`src/verilog/fault_cfg_pkg.sv`:
```
// Constants shared by the fault response configuration block.
// Assumes a single 200 MHz clock and an APB register port.
package fault_cfg_pkg;
    // Register byte offsets
    localparam logic [7:0] OFS_FILTER = 8'h38;
    localparam logic [7:0] OFS_NVM = 8'h3c;
    localparam logic [7:0] OFS_SHADOW = 8'h7c;
    localparam logic [7:0] OFS_STATUS = 8'h40;
    localparam logic [7:0] OFS_CTRL = 8'h44;
    localparam int CFG_W = 26;
    localparam int NUM_FLAGS = 12;
    // Filter register fields
    localparam int ACF_FILT_LSB = 15;
    localparam int ERR_FILT_LSB = 12;
    // Lock and output register fields
    localparam int PROG_LOCK_BIT = 25;
    localparam int MEM_LOCK_LSB = 21;
    localparam int ENTRY_LSB = 19;
    localparam int TEST_DIS_BIT = 18;
    localparam int OV_SEL_BIT = 17;
    localparam int UV_SEL_BIT = 16;
    localparam int SPAN_LSB = 10;
    localparam int BW_BIT = 9;
    localparam int DIG_RESP_BIT = 8;
    localparam int ANA_RESP_LSB = 6;
    localparam int HOLD_LSB = 3;
    localparam int EVENT_GATE_BIT = 2;
    localparam int RISE_BIT = 1;
    localparam int FALL_BIT = 0;
    // Flag indices, equal to the mask bit positions
    localparam int F_ACF = 0;
    localparam int F_AOC = 1;
    localparam int F_SAT = 3;
    localparam int F_SRR = 6;
    localparam int F_UV = 10;
    localparam logic [25:0] CFG_RESET = 26'h0000000;
    localparam logic [1:0] ENTRY_BOTH = 2'h0;
    localparam logic [1:0] ENTRY_OV = 2'h1;
    localparam logic [1:0] ENTRY_PULSE = 2'h2;
    localparam logic [1:0] ENTRY_NEVER = 2'h3;
    localparam logic [1:0] ANA_HIGH = 2'h1;
    localparam logic [1:0] ANA_LOW = 2'h2;
    // Arbitrary unlock code value
    localparam logic [15:0] UNLOCK_CODE = 16'ha5c3;
    typedef enum logic [1:0] {ANA_NORMAL, ANA_ERROR, ANA_RELEASE} ana_state_e;
endpackage

```
`src/verilog/persist_if.sv`:
```
// Carries one condition and its persistence threshold to a filter.
// Assumes the filter counts on pclk update strobes.
interface persist_if;
    logic cond;
    logic [4:0] limit;
    logic flag;
    modport ctl (output cond, output limit, input flag);
    modport filt (input cond, input limit, output flag);
endinterface

```
`src/verilog/fault_response_config.sv`:
```
// Fault filtering, flag masking and output error reaction with APB registers.
// Assumes synchronous inputs, one pclk, updates given as an enable pulse.
module fault_response_config (
    input wire logic pclk,                // Clock
    input wire logic presetn,             // Async reset, active low
    input wire logic psel,                // APB select
    input wire logic penable,             // APB enable
    input wire logic pwrite,              // APB direction
    input wire logic [7:0] paddr,         // APB byte address
    input wire logic [31:0] pwdata,       // APB write data
    output logic [31:0] prdata,           // APB read data
    output logic pready,                  // APB ready
    output logic pslverr,                 // APB error
    input wire logic update,              // Angle update strobe
    input wire logic [11:0] cond_raw,     // Raw fault conditions
    input wire logic power_up_load,       // Copy nonvolatile to shadow
    input wire logic ov_pulse,            // Overvoltage entry trigger
    input wire logic func_pulse,          // Function pulse entry trigger
    input wire logic analog_event,        // Analog event seen
    input wire logic code_valid,          // Received code strobe
    input wire logic [15:0] code_word,    // Received code
    input wire logic analog_part,         // Part has analog output
    input wire logic margin_req,          // Margin test request
    output logic [11:0] flags,            // Reported flags
    output logic prog_active,             // Programming interface active
    output logic prog_accept,             // Programming traffic accepted
    output logic nvm_write_block,         // Nonvolatile writes refused
    output logic margin_test_en,          // Margin test allowed
    output logic ov_level_choice,         // Overvoltage threshold pick
    output logic uv_level_choice,         // Undervoltage threshold pick
    output logic [2:0] dac_span,          // DAC span code
    output logic driver_filter_wide,      // Driver filter 30 kHz
    output logic pwm_half_rate,           // PWM at half frequency
    output logic sent_report_flags,       // SENT reports flags
    output logic dig_oe,                  // Digital driver enable
    output logic ana_oe,                  // Analog driver enable
    output logic ana_force,               // Analog forced level
    output logic ana_forced,              // Analog override active
    output logic uv_report,               // Undervoltage reported digitally
    output logic rise_threshold_choice,   // Rising threshold pick
    output logic fall_threshold_choice    // Falling and overdrive threshold
);
    ////////////////////////////////////////////////////////////////////////
    logic [25:0] filt_q, nvm_q, shadow_q;
    logic entered_q, unlocked_q, event_seen_q, comm_dead_q;
    logic [6:0] rel_cnt_q;
    logic [7:0] uv_cnt_q;
    fault_cfg_pkg::ana_state_e ana_q;
    logic wr_en, rd_en, any_flag;
    logic [11:0] filtered;

    // Decode code of 0..n into 2^(n-1), with 0 mapping to 0
    function automatic logic [7:0] pow_code(input logic [2:0] c);
        pow_code = (c == 3'h0) ? 8'h00 : (8'h01 << (c - 3'h1));
    endfunction

    ////////////////////////////////////////////////////////////////////////
    // APB slave, zero wait states
    assign pready = 1'b1;
    assign wr_en = psel && penable && pwrite;
    assign rd_en = psel && !penable && !pwrite;
    assign pslverr = psel && penable && !(paddr == fault_cfg_pkg::OFS_FILTER
        || paddr == fault_cfg_pkg::OFS_NVM || paddr == fault_cfg_pkg::OFS_SHADOW
        || paddr == fault_cfg_pkg::OFS_STATUS || paddr == fault_cfg_pkg::OFS_CTRL);

    // Filter and mask register
    always_ff @(posedge pclk or negedge presetn) begin
        if (!presetn) begin
            filt_q <= fault_cfg_pkg::CFG_RESET;
        end else if (wr_en && paddr == fault_cfg_pkg::OFS_FILTER) begin
            filt_q <= pwdata[25:0];
        end
    end

    // Nonvolatile copy; lock field refuses writes
    always_ff @(posedge pclk or negedge presetn) begin
        if (!presetn) begin
            nvm_q <= fault_cfg_pkg::CFG_RESET;
        end else if (wr_en && paddr == fault_cfg_pkg::OFS_NVM && !nvm_write_block) begin
            nvm_q <= pwdata[25:0];
        end
    end
    assign nvm_write_block = |shadow_q[fault_cfg_pkg::MEM_LOCK_LSB +: 4];

    // Shadow copy, loaded at power-up; not writable once communication is dead
    always_ff @(posedge pclk or negedge presetn) begin
        if (!presetn) begin
            shadow_q <= fault_cfg_pkg::CFG_RESET;
        end else if (power_up_load) begin
            shadow_q <= nvm_q;
        end else if (wr_en && paddr == fault_cfg_pkg::OFS_SHADOW && !comm_dead_q) begin
            shadow_q <= pwdata[25:0];
        end
    end

    // Read data, captured in the setup phase and held through the access
    always_ff @(posedge pclk or negedge presetn) begin
        if (!presetn) begin
            prdata <= 32'h00000000;
        end else if (rd_en) begin
            unique case (paddr)
                fault_cfg_pkg::OFS_FILTER: prdata <= {6'h00, filt_q};
                fault_cfg_pkg::OFS_NVM: prdata <= {6'h00, nvm_q};
                fault_cfg_pkg::OFS_SHADOW: prdata <= {6'h00, shadow_q};
                fault_cfg_pkg::OFS_STATUS: prdata <= {20'h00000, flags};
                fault_cfg_pkg::OFS_CTRL: prdata <= {26'h0000000,
                    ana_q == fault_cfg_pkg::ANA_ERROR,
                    uv_report, comm_dead_q, unlocked_q, entered_q, prog_active};
                default: prdata <= 32'h00000000;
            endcase
        end
    end

    ////////////////////////////////////////////////////////////////////////
    // Persistence filters for the filtered conditions
    logic [4:0] acf_lim, err_lim;
    assign acf_lim = 5'(pow_code({1'b0, filt_q[fault_cfg_pkg::ACF_FILT_LSB +: 2]}) << 1);
    assign err_lim = (filt_q[fault_cfg_pkg::ERR_FILT_LSB +: 3] > 3'h4) ? 5'h00 :
        5'(pow_code(filt_q[fault_cfg_pkg::ERR_FILT_LSB +: 3]) << 1);

    localparam int NF = 4;
    localparam int FIDX [NF] = '{fault_cfg_pkg::F_ACF, fault_cfg_pkg::F_AOC,
        fault_cfg_pkg::F_SAT, fault_cfg_pkg::F_SRR};
    persist_if pif [NF] ();
    genvar g;
    generate
        for (g = 0; g < NF; g++) begin : g_filt
            assign pif[g].cond = cond_raw[FIDX[g]];
            assign pif[g].limit = (g == 0) ? acf_lim : err_lim;
            persist_filter u_filt (
                .pclk(pclk),
                .presetn(presetn),
                .update(update),
                .p(pif[g])
            );
        end
    endgenerate

    // Merge filtered and direct conditions, then mask both reporting and the error reaction
    always_comb begin
        filtered = cond_raw;
        filtered[fault_cfg_pkg::F_ACF] = pif[0].flag;
        filtered[fault_cfg_pkg::F_AOC] = pif[1].flag;
        filtered[fault_cfg_pkg::F_SAT] = pif[2].flag;
        filtered[fault_cfg_pkg::F_SRR] = pif[3].flag;
    end
    assign flags = filtered & ~filt_q[11:0];
    assign any_flag = |flags;

    ////////////////////////////////////////////////////////////////////////
    // Analog error state with release hold
    always_ff @(posedge pclk or negedge presetn) begin
        if (!presetn) begin
            ana_q <= fault_cfg_pkg::ANA_NORMAL;
            rel_cnt_q <= 7'h00;
        end else if (update) begin
            unique case (ana_q)
                fault_cfg_pkg::ANA_NORMAL: begin
                    if (any_flag) begin
                        ana_q <= fault_cfg_pkg::ANA_ERROR;
                    end
                end
                fault_cfg_pkg::ANA_ERROR, fault_cfg_pkg::ANA_RELEASE: begin
                    if (any_flag) begin
                        ana_q <= fault_cfg_pkg::ANA_RELEASE;
                        rel_cnt_q <= 7'h00;
                    end else if (rel_cnt_q + 7'h01 >=
                        7'(pow_code(shadow_q[fault_cfg_pkg::HOLD_LSB +: 3]))) begin
                        ana_q <= fault_cfg_pkg::ANA_NORMAL;
                        rel_cnt_q <= 7'h00;
                    end else begin
                        ana_q <= fault_cfg_pkg::ANA_RELEASE;
                        rel_cnt_q <= rel_cnt_q + 7'h01;
                    end
                end
            endcase
        end
    end

    // Analog output reaction while in error
    logic [1:0] ana_resp;
    assign ana_resp = shadow_q[fault_cfg_pkg::ANA_RESP_LSB +: 2];
    assign ana_forced = (ana_q != fault_cfg_pkg::ANA_NORMAL);
    assign ana_oe = !ana_forced || ana_resp == fault_cfg_pkg::ANA_HIGH
        || ana_resp == fault_cfg_pkg::ANA_LOW;
    assign ana_force = (ana_resp == fault_cfg_pkg::ANA_HIGH);

    // Digital output reaction
    assign dig_oe = !(shadow_q[fault_cfg_pkg::DIG_RESP_BIT] && any_flag);
    assign pwm_half_rate = !shadow_q[fault_cfg_pkg::DIG_RESP_BIT] && any_flag;
    assign sent_report_flags = !shadow_q[fault_cfg_pkg::DIG_RESP_BIT];

    // Undervoltage report hold: reloaded while the flag stands, counted down after.
    // Reloading every cycle keeps the report up with no gap when the flag falls.
    always_ff @(posedge pclk or negedge presetn) begin
        if (!presetn) begin
            uv_cnt_q <= 8'h00;
        end else if (flags[fault_cfg_pkg::F_UV]) begin
            uv_cnt_q <= 8'h01 << shadow_q[fault_cfg_pkg::HOLD_LSB +: 3];
        end else if (update && uv_cnt_q != 8'h00) begin
            uv_cnt_q <= uv_cnt_q - 8'h01;
        end
    end
    assign uv_report = flags[fault_cfg_pkg::F_UV] || (uv_cnt_q != 8'h00);

    ////////////////////////////////////////////////////////////////////////
    // Programming interface entry, gating and unlock
    logic entry_ok;
    always_comb begin
        unique case (shadow_q[fault_cfg_pkg::ENTRY_LSB +: 2])
            fault_cfg_pkg::ENTRY_BOTH: entry_ok = ov_pulse || func_pulse;
            fault_cfg_pkg::ENTRY_OV: entry_ok = ov_pulse;
            fault_cfg_pkg::ENTRY_PULSE: entry_ok = func_pulse;
            fault_cfg_pkg::ENTRY_NEVER: entry_ok = 1'b0;
        endcase
    end

    always_ff @(posedge pclk or negedge presetn) begin
        if (!presetn) begin
            entered_q <= 1'b0;
            event_seen_q <= 1'b0;
            comm_dead_q <= 1'b0;
            unlocked_q <= 1'b0;
        end else begin
            if (shadow_q[fault_cfg_pkg::ENTRY_LSB +: 2] == fault_cfg_pkg::ENTRY_NEVER) begin
                comm_dead_q <= 1'b1;
                entered_q <= 1'b0;
            end else if (entry_ok) begin
                entered_q <= 1'b1;
            end
            if (analog_event) begin
                event_seen_q <= 1'b1;
            end
            if (code_valid && prog_active && code_word == fault_cfg_pkg::UNLOCK_CODE) begin
                unlocked_q <= 1'b1;
            end
        end
    end
    assign prog_active = entered_q && !comm_dead_q
        && (!shadow_q[fault_cfg_pkg::EVENT_GATE_BIT] || event_seen_q);
    assign prog_accept = prog_active && (!analog_part
        || !shadow_q[fault_cfg_pkg::PROG_LOCK_BIT] || unlocked_q);

    ////////////////////////////////////////////////////////////////////////
    // Straight configuration outputs from the shadow copy
    assign margin_test_en = margin_req && !shadow_q[fault_cfg_pkg::TEST_DIS_BIT];
    assign ov_level_choice = shadow_q[fault_cfg_pkg::OV_SEL_BIT];
    assign uv_level_choice = shadow_q[fault_cfg_pkg::UV_SEL_BIT];
    assign dac_span = shadow_q[fault_cfg_pkg::SPAN_LSB +: 3];
    assign driver_filter_wide = shadow_q[fault_cfg_pkg::BW_BIT];
    assign rise_threshold_choice = shadow_q[fault_cfg_pkg::RISE_BIT];
    assign fall_threshold_choice = shadow_q[fault_cfg_pkg::FALL_BIT];

    ////////////////////////////////////////////////////////////////////////
    // Assertions
    property p_mask_hides;
        @(posedge pclk) disable iff (!presetn)
            filt_q[fault_cfg_pkg::F_UV] |-> !flags[fault_cfg_pkg::F_UV];
    endproperty
    a_mask_hides: assert property (p_mask_hides) else $error("masked flag reported");

    property p_dig_hiz;
        @(posedge pclk) disable iff (!presetn)
            (shadow_q[fault_cfg_pkg::DIG_RESP_BIT] && any_flag) |-> !dig_oe && !pwm_half_rate;
    endproperty
    a_dig_hiz: assert property (p_dig_hiz) else $error("digital driver not released");

    property p_never_entry;
        @(posedge pclk) disable iff (!presetn) comm_dead_q |=> !prog_active && comm_dead_q;
    endproperty
    a_never_entry: assert property (p_never_entry) else $error("dead link revived");

    property p_nvm_lock;
        @(posedge pclk) disable iff (!presetn)
            nvm_write_block && !power_up_load |=> $stable(nvm_q);
    endproperty
    a_nvm_lock: assert property (p_nvm_lock) else $error("locked memory written");

    property p_unlock;
        @(posedge pclk) disable iff (!presetn)
            (analog_part && shadow_q[fault_cfg_pkg::PROG_LOCK_BIT] && !unlocked_q)
            |-> !prog_accept;
    endproperty
    a_unlock: assert property (p_unlock) else $error("accepted without unlock");

    property p_ana_error;
        @(posedge pclk) disable iff (!presetn) (update && any_flag) |=> ana_forced;
    endproperty
    a_ana_error: assert property (p_ana_error) else $error("analog not in error");

    property p_zero_filter;
        @(posedge pclk) disable iff (!presetn)
            (err_lim == 5'h00 && cond_raw[fault_cfg_pkg::F_SAT]) |-> pif[2].flag;
    endproperty
    a_zero_filter: assert property (p_zero_filter) else $error("unfiltered flag late");

    property p_uv_hold;
        @(posedge pclk) disable iff (!presetn)
            $fell(flags[fault_cfg_pkg::F_UV]) |-> uv_report;
    endproperty
    a_uv_hold: assert property (p_uv_hold) else $error("undervoltage report dropped");

    property p_margin_block;
        @(posedge pclk) disable iff (!presetn)
            shadow_q[fault_cfg_pkg::TEST_DIS_BIT] |-> !margin_test_en;
    endproperty
    a_margin_block: assert property (p_margin_block) else $error("margin test not blocked");

    property p_event_gate;
        @(posedge pclk) disable iff (!presetn)
            (shadow_q[fault_cfg_pkg::EVENT_GATE_BIT] && !event_seen_q) |-> !prog_active;
    endproperty
    a_event_gate: assert property (p_event_gate) else $error("link open before event");

    property p_release_restart;
        @(posedge pclk) disable iff (!presetn)
            (update && any_flag) |=> rel_cnt_q == 7'h00;
    endproperty
    a_release_restart: assert property (p_release_restart) else $error("hold run kept");
endmodule

```
`src/verilog/persist_filter.sv`:
```
// Persistence filter raising a flag after a run of asserted updates.
// Assumes update is a one-cycle enable pulse on pclk.
module persist_filter (
    input wire logic pclk,    // Clock
    input wire logic presetn, // Async reset, active low
    input wire logic update,  // Update strobe
    persist_if.filt p         // Condition in, flag out
);
    logic [4:0] cnt_q;

    // Count consecutive asserted updates; restart on a gap
    always_ff @(posedge pclk or negedge presetn) begin
        if (!presetn) begin
            cnt_q <= 5'h00;
        end else if (update) begin
            if (!p.cond) begin
                cnt_q <= 5'h00;
            end else if (cnt_q < p.limit) begin
                cnt_q <= cnt_q + 5'h01;
            end
        end
    end

    // Flag once the run reaches the limit; zero limit flags at once
    assign p.flag = p.cond && (cnt_q >= p.limit);
endmodule

```
`config.mk`:
```
export PLATFORM = sky130hd
export DESIGN_NAME = fault_response_config
export DESIGN_NICKNAME = d
export VERILOG_FILES = /design/src/verilog/fault_cfg_pkg.sv /design/src/verilog/persist_if.sv /design/src/verilog/fault_response_config.sv /design/src/verilog/persist_filter.sv
export SDC_FILE = /design/constraint.sdc
export NUM_CORES = 1
export LEC_CHECK = 0
export ABC_AREA = 1
export BUFFER_PORTS_ARGS = -buffer_cell sky130_fd_sc_hd__clkbuf_2
export CAP_MARGIN = 10
export CORE_MARGIN = 2
export CORE_UTILIZATION = 31
export CTS_BUF_LIST = sky130_fd_sc_hd__clkbuf_4
export CTS_CLUSTER_SIZE = 24
export DETAILED_ROUTE_END_ITERATION = 16
export GPL_ROUTABILITY_DRIVEN = 0
export PLACE_DENSITY_LB_ADDON = 0.05
export SLEW_MARGIN = 25
export SYNTH_ARGS = -nofsm -noshare
export SYNTH_HDL_FRONTEND = slang
export SYNTH_HIERARCHICAL = 1
export SYNTH_SLANG_ARGS = --single-unit
```
`constraint.sdc`:
```
create_clock -name pclk -period 3.4 [get_ports pclk]
set_input_delay 0.34 -clock pclk [delete_from_list [all_inputs] [get_ports pclk]]
set_output_delay 0.34 -clock pclk [all_outputs]
set_load 0.01 [all_outputs]
```
Word-level counts from Yosys, hierarchy flattened
Cells that the tools add are included.
{"block": "word_totals", "reg_bits": 151, "latchBits": 0, "mem_bits_rw": 0, "romBits": 0, "in_bits": 81, "output_inout_bits": 65, "word_cells": 149, "mem_count": 0}
{"block": "classes", "n_addsub": 9, "n_mul": 0, "div_mod_pow": 0, "magnitude_cmp": 10, "eq_ne": 18, "shifts": 4, "n_mux": 26, "n_bitwise": 2, "reduce_logical": 65}
{"op": "one-hot mux 26 bit (5 select lines)", "count": 1}
{"op": "2-to-1 mux 26 bit", "count": 2}
{"op": "2-to-1 mux 5 bit", "count": 9}
{"op": "equality test 8 x 7 -> 1 bit (second input constant)", "count": 3}
{"op": "logical AND 1 bit", "count": 23}
{"op": "2-to-1 mux 7 bit", "count": 3}
{"op": "adder 5 x 1 -> 5 bit (second input constant)", "count": 4}
{"op": ">= comparator 5 bit", "count": 4}
{"op": "< comparator 5 bit", "count": 4}
{"op": "equality test 16 bit (second input constant)", "count": 1}
{"op": "equality test 8 x 6 -> 1 bit (second input constant)", "count": 2}
{"op": "2-to-1 mux 8 bit", "count": 2}
{"op": "AND 12 bit", "count": 1}
{"op": "logical NOT 1 bit", "count": 12}
{"op": "inverter 12 bit", "count": 1}
{"op": "AND reduction 2 bit", "count": 6}
{"op": "OR reduction 12 bit", "count": 1}
{"op": "logical OR 1 bit", "count": 11}
{"op": "equality test 2 bit (second input constant)", "count": 4}
{"op": "2-to-1 mux 4 bit", "count": 2}
{"op": "!= test 2 x 1 -> 1 bit (second input constant)", "count": 4}
{"op": "nonzero test 2 bit", "count": 4}
{"op": "nonzero test 8 bit", "count": 1}
{"op": "<< shifter 1 x 3 -> 4 bit (first input constant)", "count": 2}
{"op": "18 further kinds", "count": 27}

Depth between registers and ports, before layout
Gate-level depths: netlist of run 1.
{"block": "depth", "depth_word": 10, "ltp_mapped": 21, "depth_no_buf": 21}

Cells and area by module
Netlist of run 1, hierarchy kept.
{"module": "fault_response_config", "instances": 1, "cells_each": 957, "area_per_inst_um2": 6897.9, "seq_area_each_um2": 3128.0}
{"module": "persist_filter at g_filt[0].u_filt ...", "instances": 3, "cells_each": 65, "area_per_inst_um2": 444.2, "seq_area_each_um2": 125.1}
{"module": "persist_filter at g_filt[3].u_filt", "instances": 1, "cells_each": 65, "area_per_inst_um2": 454.2, "seq_area_each_um2": 125.1}

Worst setup path after synthesis of run 1
No wires, ideal clock.
{"block": "synth_timing", "path_type": "reg-to-reg", "start": "reg filt_q[13]", "end": "reg rel_cnt_q[0]", "setup_ns": 0.066, "arrival_ns": 2.787, "required_time_ns": 3.334, "slack_ns": 0.547, "stages_incl_launch_ff": 20, "n_path_buf": 0, "period_less_slack_ns": 2.853, "cell_sequence": "dfrtp_1 > nor2_1 > inv_1 > ha_1 > nor4_1 > inv_1 > ha_1 > nand2_1 > nor2_4 > nand2_2 > nand3_2 > nand2_4 > nand2_1 > nand2_1 > nand2_1 > nor2_1 > nand3_1 > nor2_1 > nand3_1 > nand2_1"}
{"block": "synth_via", "elab_chain_cells": 9, "elab_cells_between_ends": 15, "cone_classes": "add/sub: 1; order compare: 4; shift: 1; mux: 3; bitwise: 1; reduce/logical: 5"}
{"element": "start, declared", "line_no": "fault_response_config.sv:44", "text": "logic [25:0] filt_q, nvm_q, shadow_q;"}
{"element": "start signal, assigned", "line_no": "fault_response_config.sv:69", "text": "filt_q <= fault_cfg_pkg::CFG_RESET;"}
{"element": "start signal, assigned", "line_no": "fault_response_config.sv:71", "text": "filt_q <= pwdata[25:0];"}
{"element": "subtractor 3 x 1 -> 3 bit", "line_no": "fault_response_config.sv:54", "text": "pow_code = (c == 3'h0) ? 8'h00 : (8'h01 << (c - 3'h1));"}
{"element": "<< shifter 1 x 3 -> 4 bit", "line_no": "fault_response_config.sv:54"}
{"element": "2-to-1 mux 4 bit", "line_no": "fault_response_config.sv:54"}
{"element": "2-to-1 mux 5 bit *", "line_no": "fault_response_config.sv:118", "text": "assign err_lim = (filt_q[fault_cfg_pkg::ERR_FILT_LSB +: 3] > 3'h4) ? 5'h00 :"}
{"element": "named net err_lim[1]", "line_no": "fault_response_config.sv:116", "text": "logic [4:0] acf_lim, err_lim;"}
{"element": ">= comparator 5 bit *", "line_no": "persist_filter.sv:25", "text": "assign p.flag = p.cond && (cnt_q >= p.limit);"}
{"element": "logical AND 1 bit *", "line_no": "persist_filter.sv:25"}
{"element": "named net pif[3].flag", "line_no": "persist_if.sv:6", "text": "logic flag;"}
{"element": "AND 12 bit *", "line_no": "fault_response_config.sv:147", "text": "assign flags = filtered & ~filt_q[11:0];"}
{"element": "OR reduction 12 bit *", "line_no": "fault_response_config.sv:148", "text": "assign any_flag = |flags;"}
{"element": "2-to-1 mux 7 bit *", "line_no": "fault_response_config.sv:164", "text": "if (any_flag) begin"}
{"element": "end signal, assigned", "line_no": "fault_response_config.sv:173", "text": "rel_cnt_q <= rel_cnt_q + 7'h01;"}
{"element": "end, declared", "line_no": "fault_response_config.sv:46", "text": "logic [6:0] rel_cnt_q;"}
Mark *: on every way through the listed nets, which the timed path passes. The rest lies on a longest branch.
A chain may end at the register's enable or synchronous reset.

Worst setup path in the final report of run 1
{"block": "layout_timing", "start": "reg filt_q[13]", "end": "out pwm_half_rate"}
{"block": "layout_via", "elab_chain_cells": 9, "elab_cells_between_ends": 15, "cone_classes": "add/sub: 1; order compare: 4; shift: 1; mux: 2; bitwise: 1; reduce/logical: 6"}
{"element": "subtractor 3 x 1 -> 3 bit", "line_no": "fault_response_config.sv:54"}
{"element": "<< shifter 1 x 3 -> 4 bit", "line_no": "fault_response_config.sv:54"}
{"element": "2-to-1 mux 4 bit", "line_no": "fault_response_config.sv:54"}
{"element": "2-to-1 mux 5 bit *", "line_no": "fault_response_config.sv:118"}
{"element": "named net err_lim[1]", "line_no": "fault_response_config.sv:116"}
{"element": ">= comparator 5 bit *", "line_no": "persist_filter.sv:25"}
{"element": "logical AND 1 bit *", "line_no": "persist_filter.sv:25"}
{"element": "named net pif[1].flag", "line_no": "persist_if.sv:6"}
{"element": "AND 12 bit *", "line_no": "fault_response_config.sv:147"}
{"element": "OR reduction 12 bit *", "line_no": "fault_response_config.sv:148"}
{"element": "logical AND 1 bit *", "line_no": "fault_response_config.sv:190", "text": "assign pwm_half_rate = !shadow_q[fault_cfg_pkg::DIG_RESP_BIT] && any_flag;"}
{"element": "end, declared", "line_no": "fault_response_config.sv:33", "text": "output logic pwm_half_rate,"}
Marked as above.

==> summary.md, run 1 <==
| Metric | Value |
|---|---|
| Outcome | finished with violations |
| Failing checks | negative setup slack |
| Worst path max stage delay | 0.44 ns |
| Largest net degree at the start of global routing | 64 |
| RSZ-0062 raised after global routing | yes |
| Chip width | 171 µm |
| Total Routing Usage GR | 0.193 |
| Finished Core Util | 0.392 |
| FMAX | 285 MHz |
| Final setup violation count | 4 |
| Peak fanout along the critical path | 3 |
| Crit-path most repeated cell | nand2_4 |
| Post-synthesis register bit count | 145 |
| Syn Std Cell Area | 8680 µm² |
| DPL Wire Length | 19.0 mm |
| Worst r2r path cells | 23 |
| Later-pin clock latency in the skew report | 0.62 ns |
| HP Class | input pin to register |
| Post-synthesis compound-gate area fraction | 0.0913 |
| Final Max Slew Viols | 0 |
| Initial antenna violation count | 1 |
| Vias in the first global route | between 7,000 and 8,000 |
| Switching pwr | 1870 µW |
| Distinct cell type count of the synthesized netlist | 36 |
| Worst Skew | 0.0309 ns |
| Grt total ovfl | 0 |
| Full die area | around 30,000 µm² |
| Crit path cell chain | nor2_4, ha_4, nand2_4, nor4_4, buf_4, inv_2, ha_4, nand2_2, nor2_2, nand2_1, nand3_2, nand2_4, nand2_4, nand2_4, nand2_2, nor2_4, nand3_4, nand2_2, inv_1, buf_2 |
| 1st-pass router iterations | 8 |
| Tmin final | between 3 and 4 ns |
| Final period util | 1.03 |
| Hold path depth | 3 |
| Xor/xnor share of the synthesized area | 0.00706 |
| Setup TNS Final | -0.222 ns |
| Hold Path Origin | pwdata[15] |
| Layout cells sized above 1 | 0.205 |
| Vias | approximately 8,000 |
| Die Height | 171 µm |
| R2R Setup Slk | 0.23 ns |
| Hold path endpoint | nvm_q[15] |
| Post-synthesis cell count | 1,217 |
| Crit path kind | register to output port |
| Largest family of logic cells by synthesized area | simple AND/OR/NAND/NOR gates |
| Total wire length | 27.2 mm |
| Switching share of power | 0.386 |
| RR Startpoint | filt_q[13] |
| Port buffer count | roughly 130 |
| CP max-delay cell | dfrtp_1 |
| Post-place setup slack | 0.179 ns |
| Reg2Reg Capture Point | ana_q[0] |
| H-Tree Depth | 4 |
| Placed Cells | 1,717 |
| Wire per inst | 15.2 µm |
| Req. time, crit path | 3.06 ns |
| Starting Density | 0.313 |
| Max_cap viols | 0 |
| Clock root cell | clkbuf_4 |
| Core area | about 28,000 µm² |
| Row cnt | 61 |
| Clock share of power | 0.258 |
| Seq pwr share | 0.421 |
| Setup ws final | -0.103 ns |
| Fin cells | 1,796 |
| Num ports | approximately 150 |
| Reg clk slew, reported paths | 0.15 ns |
| Clock Sinks | 145 |
| Synth-to-Final Area Change | 25.1% |
| Global-route wire length before repair | 43.5 mm |
| Startpoint types | register |
| Relative slew slack | 0.358 |
| TritonCTS clock tree | built |
| Post-DRT Antenna Nets | 0 |
| Syn. warnings | 6 |
| Final Hold Slack | 0.0539 ns |
| Combinational power share | 0.321 |
| Synth Area in Adders | 0.0547 |
| Number of buffers created by CTS | 17 |
| CTS max path bufs | 2 |
| FILL cells | slightly above 3,000 |
| PD cells | 445 nW/µm² |
| Number of vias per cell | 4.54 |
| Drt drc | 0 |
| Crit path DAT | around 3.2 ns |
| Crit. Startpoint | filt_q[13] |
| Synth Area in Simple Gates | 0.324 |
| Leakage power | 0.00575 µW |
| Initial DRC count | 538 |
| Mean Syn Cell Area | between 7 and 8 µm² |
| Final Hold Fails | 0 |
| Worst Setup End Kind | output port |
| Peak supply drop | 0.000205 V |
| Register area share after synthesis | 0.418 |
| Pint | 2970 µW |
| Mux contribution to synthesized area | 0 |
| Worst slew pin tran | 0.962 ns |
| Fin nets | 1,523 |
==> power by group through the flow <==
| stage | Combinational (µW) | Clock (µW) | Sequential [µW] |
|---|---|---|---|
| floorplan | 843 | 0 | 2010 |
| global placement | 1270 | 0 | 2060 |
| detailed placement | 1270 | 0 | 2060 |
| CTS | 1460 | 1300 | 2040 |
| global route | 1770 | 1380 | 2060 |
| finish | 1550 | 1250 | 2040 |
==> state kept, by name (all words and copies together) (netlist names) <==
| name | count |
|---|---|
| filt_q | 26 |
| prdata | 26 |
| nvm_q | 26 |
| g_filt.u_filt/cnt_q | 20 |
| entered_q | 1 |
| ana_q | 2 |
| uv_cnt_q | 8 |
| comm_dead_q | 1 |
| event_seen_q | 1 |
| rel_cnt_q | 7 |
| unlocked_q | 1 |
| shadow_q | 26 |
==> cell families (layout without fill, tap and decap cells) <==
family,Yosys count,count (layout)
fa+ha+maj,38,38
other cells,2,13
xor+xnor,7,7
buf+inv,220,410
flops,145,145
simple gates,653,653
compound gates,152,152
==> cell usage in the layout (no fill, tap or decap), types with 5 or more instances in the layout <==
master / instances
a21boi_0: 5
a21oi_1: 9
buf_4: 44
clkbuf_2: 127
clkbuf_4: 17
conb_1: 12
dfrtp_1: 145
dlygate4sd3_1: 29
ha_1: 30
ha_4: 8
inv_1: 161
inv_2: 8
inv_8: 5
nand2_1: 406
nand2_2: 16
nand2_4: 15
nand3_1: 116
nand4_1: 5
nor2_1: 51
nor2_4: 8
nor3_1: 9
o21ai_0: 118
o21ai_1: 8
or2_2: 6
xor2_1: 5
==> routing by layer <==
layer,part of all wire,vias to the layer above,track usage
met5,0,-,0
met4,0.0075,0,0.0383
met3,0.037,11,0.0324
met2,0.45,148,0.309
met1,0.50,3820,0.276
li1,-,4175,-
==> what timing repair did <==
action | CTS | global route
resized for setup | 45 | 27
endpoints found under the setup margin | 5 | 5
pin swaps | 27 | 22
hold endpoints to repair | 105 | 0
setup buffers | 14 | 4
hold buffers | 29 | 0
==> critical path: cells and delay by family, from the launching register on <==
family	cells	cell delay, ns
adders and majority gates	2	0.38
buffers and inverters	4	0.38
DFF	1	0.44
and+or+nand+nor	14	1.36
==> final cells by class <==
cell class,count,area [µm²],area share
clock buffer,17,128,0.0117
timing repair buffer,207,1340,0.123
clock inverter,15,173,0.0159
sequential,145,3630,0.334
antenna,1,2.50,0.000230
multi-input combinational,862,4480,0.412
tap,378,473,0.0435
inverter,171,647,0.0595
==> through the flow <==
stage | instance area [µm²] | total power (µW)
after CTS | 10700 | 4800
after global routing | 10900 | 5210
after global placement | 9830 | 3330
after floorplan | 8720 | 2860
final | 10900 | 4840
after detailed placement | 9830 | 3330
==> cells in the mapped netlist (all sizes together) <==
| cell type | instances | area (µm²) |
|---|---|---|
| a21boi | 5 | 37.5 |
| nor4b | 1 | 8.76 |
| and2 | 2 | 12.5 |
| xnor2 | 2 | 17.5 |
| a31oi | 4 | 25.0 |
| a21oi | 11 | 55.1 |
| inv | 171 | 642 |
| nand3 | 123 | 648 |
| conb | 2 | 7.51 |
| nor3 | 13 | 65.1 |
| a221oi | 1 | 8.76 |
| xor2 | 5 | 43.8 |
| nand2 | 437 | 1720 |
| nand3b | 2 | 15.0 |
| o21ai | 126 | 631 |
| nand4 | 5 | 31.3 |
| dfrtp | 145 | 3630 |
| ha | 38 | 475 |
| o21bai | 4 | 30.0 |
| nor2 | 63 | 272 |
| clkbuf | 25 | 93.8 |
| o22ai | 1 | 6.26 |
| nor4 | 1 | 6.26 |
| buf | 24 | 169 |
| or2 | 6 | 37.5 |
==> worst max-delay path by stage <==
stage | to | depth (start not counted)
final | pwm_half_rate | 20
after global routing | pwm_half_rate | 20
after CTS | pwm_half_rate | 19
after detailed placement | pwm_half_rate | 19
after global placement | pwm_half_rate | 20
after floorplan | rel_cnt_q[0] | 19
No activity file was read; power rests on OpenSTA's default activity.
==> run 2, diff against run 1 <==
--- a/config.mk
+++ b/config.mk
@@ -14,6 +14,7 @@
 export CTS_CLUSTER_SIZE = 24
 export DETAILED_ROUTE_END_ITERATION = 16
 export GPL_ROUTABILITY_DRIVEN = 0
+export HOLD_SLACK_MARGIN = 0.06
 export PLACE_DENSITY_LB_ADDON = 0.05
 export SLEW_MARGIN = 25
 export SYNTH_ARGS = -nofsm -noshare
==> summary.md, run 2 (same netlist as run 1, synthesis figures left out) <==
| Metric | Value |
|---|---|
| Later-pin clock latency in the skew report | 0.62 ns (about the same) |
| Crit-path most repeated cell | nand2_4 |
| Reg2Reg Capture Point | ana_q[0] |
| Total Routing Usage GR | 0.194 (+0.000247) |
| Initial antenna violation count | 1 (unchanged) |
| Final Hold Slack | 0.135 ns (+0.0812 ns) |
| R2R Setup Slk | 0.23 ns (about the same) |
| Fin cells | 1,800 (+0.22%) |
| CP max-delay cell | dfrtp_1 |
| Chip width | 171 µm (unchanged) |
| Worst Setup End Kind | output port |
| Crit path DAT | 3.16 ns (about the same) |
| Max_cap viols | 0 (unchanged) |
| Num ports | 146 (unchanged) |
| 1st-pass router iterations | 7 (-1) |
| Crit path cell chain | nor2_4, ha_4, nand2_4, nor4_4, buf_4, inv_2, ha_4, nand2_2, nor2_2, nand2_1, nand3_2, nand2_4, nand2_4, nand2_4, nand2_2, nor2_4, nand3_4, nand2_2, inv_1, buf_2 |
| Die Height | 171 µm (unchanged) |
| HP Class | input pin to register |
| Reg clk slew, reported paths | 0.15 ns (about the same) |
| Post-DRT Antenna Nets | 0 (unchanged) |
| Initial DRC count | 478 (-11%) |
| Most frequent cells in the layout | nand2_1 (406), inv_1 (161), dfrtp_1 (145), clkbuf_2 (127), o21ai_0 (118) |
| Failing checks | negative setup slack |
| Grt total ovfl | 0 (unchanged) |
| Row cnt | 61 (unchanged) |
| Req. time, crit path | 3.06 ns (about the same) |
| Layout cells sized above 1 | 0.204 (-0.000576) |
| Number of vias per cell | 4.53 (-0.15%) |
| Peak fanout along the critical path | 3 (unchanged) |
| Post-place setup slack | 0.179 ns (unchanged) |
| Core area | 27,700 µm² (unchanged) |
| Relative slew slack | 0.354 (-0.00451) |
| PD cells | 444 nW/µm² (-0.36%) |
| Vias in the first global route | 7,987 (+0.33%) |
| Synth-to-Final Area Change | 25.6% |
| Drt drc | 0 (unchanged) |
| Final period util | 1.03 (about the same) |
| Wire per inst | 15.1 µm (-0.31%) |
| Crit path kind | register to output port |
| Peak supply drop | 0.000205 V (-0.33%) |
| Worst slew pin tran | 0.968 ns (+0.00675 ns) |
| Final Max Slew Viols | 0 (unchanged) |
| CTS max path bufs | 2 (unchanged) |
| Starting Density | 0.313 (unchanged) |
| Worst path max stage delay | 0.44 ns (about the same) |
| Final Hold Fails | 0 (unchanged) |
| Number of buffers created by CTS | 17 (unchanged) |
| Setup ws final | -0.103 ns (+0.000342 ns) |
| Final setup violation count | 4 (unchanged) |
| Outcome | finished with violations |
| RR Startpoint | filt_q[13] |
| Most common cell after layout, fill and taps aside | nand2_1 |
| H-Tree Depth | 4 (unchanged) |
| Full die area | 29,400 µm² (unchanged) |
| Largest net degree at the start of global routing | 64 (unchanged) |
| DPL Wire Length | 19.0 mm (unchanged) |
| Vias | 8,160 (+0.074%) |
| Global-route wire length before repair | 43.6 mm (+0.16%) |
| Startpoint types | register |
| Hold path endpoint | g_filt[0].u_filt/cnt_q[1] |
| Port buffer count | 132 (unchanged) |
| Setup TNS Final | -0.230 ns (-0.00853 ns) |
| Leakage power | 0.00576 µW (+0.34%) |
| FMAX | 285 MHz (about the same) |
| Placed Cells | 1,717 (unchanged) |
| Fin nets | 1,527 (+0.26%) |
| Worst r2r path cells | 23 (unchanged) |
| Clock root cell | clkbuf_4 |
| RSZ-0062 raised after global routing | yes |
| TritonCTS clock tree | built |
| Hold Path Origin | cond_raw[0] |
| Clock Sinks | 145 (unchanged) |
| Total wire length | 27.2 mm (about the same) |
| Worst Skew | 0.0299 ns (-0.00100 ns) |
| Hold path depth | 5 (+2) |
| Tmin final | 3.50 ns (-0.000342 ns) |
[run 2: cell count changes in the layout (fill, tap and decap cells not counted), sizes merged]
cell         change
dlygate4sd3      +4
[run 2: repair_timing]
item,CTS,global route
endpoints found under the setup margin,5,5
pin swaps,27,22
resized for setup,45,27
endpoints found under the hold margin,119,0
setup buffers,14,4
hold buffers,33,0
[run 2: worst max-delay path, delay by kind of cell (launching register included)]
kind	cells	cell delay, ns
buffers and inverters	4	0.38
flip-flops	1	0.44
AND/OR/NAND/NOR	14	1.35
adder cells (fa/ha/maj)	2	0.38
[run 2: cell type report]
cell class	count	area, µm²
Clock inverter	15	173
Antenna cell	1	2.50
Sequential cell	145	3630
Inverter	171	647
Fill cell	3033	16800
Multi-Input combinational cell	862	4480
Timing Repair Buffer	211	1380
Tap cell	378	473
Clock buffer	17	128
[run 2: where the power goes]
group	leakage (µW)	total (µW)	internal [µW]	switching [µW]
Sequential	0.00195	2030	1870	166
Combinational	0.00367	1560	646	912
Clock	0.000152	1250	459	789
Total	0.00576	4840	2970	1870
[run 2: worst max-delay path by stage]
| stage | start | endpoint | slack (ns) | depth (start not counted) |
|---|---|---|---|---|
| floorplan | filt_q[13] | rel_cnt_q[0] | 0.55 | 19 |
| global placement | filt_q[13] | pwm_half_rate | 0.22 | 20 |
| detailed placement | filt_q[12] | pwm_half_rate | 0.18 | 19 |
| CTS | filt_q[12] | pwm_half_rate | -0.12 | 19 |
| global route | filt_q[13] | pwm_half_rate | -0.30 | 20 |
| finish | filt_q[13] | pwm_half_rate | -0.10 | 20 |
[run 2: per-stage QoR]
step | total power [µW] | instance area (µm²) | util
6_report | 4840 | 10900 | 0.394
5_1_grt | 5210 | 10900 | 0.394
4_1_cts | 4800 | 10800 | 0.389
3_5_place_dp | 3330 | 9830 | 0.355
3_3_place_gp | 3330 | 9830 | 0.355
2_1_floorplan | 2860 | 8720 | -
[run 2: routing by layer]
layer / global-route usage / share of wire / vias to the layer above / wire (µm)
met5: 0 / 0 / - / 0
met4: 0.0383 / 0.0075 / 0 / 204
met3: 0.0322 / 0.038 / 10 / 1050
met2: 0.310 / 0.45 / 158 / 12300
met1: 0.276 / 0.50 / 3807 / 13600
li1: - / - / 4185 / -
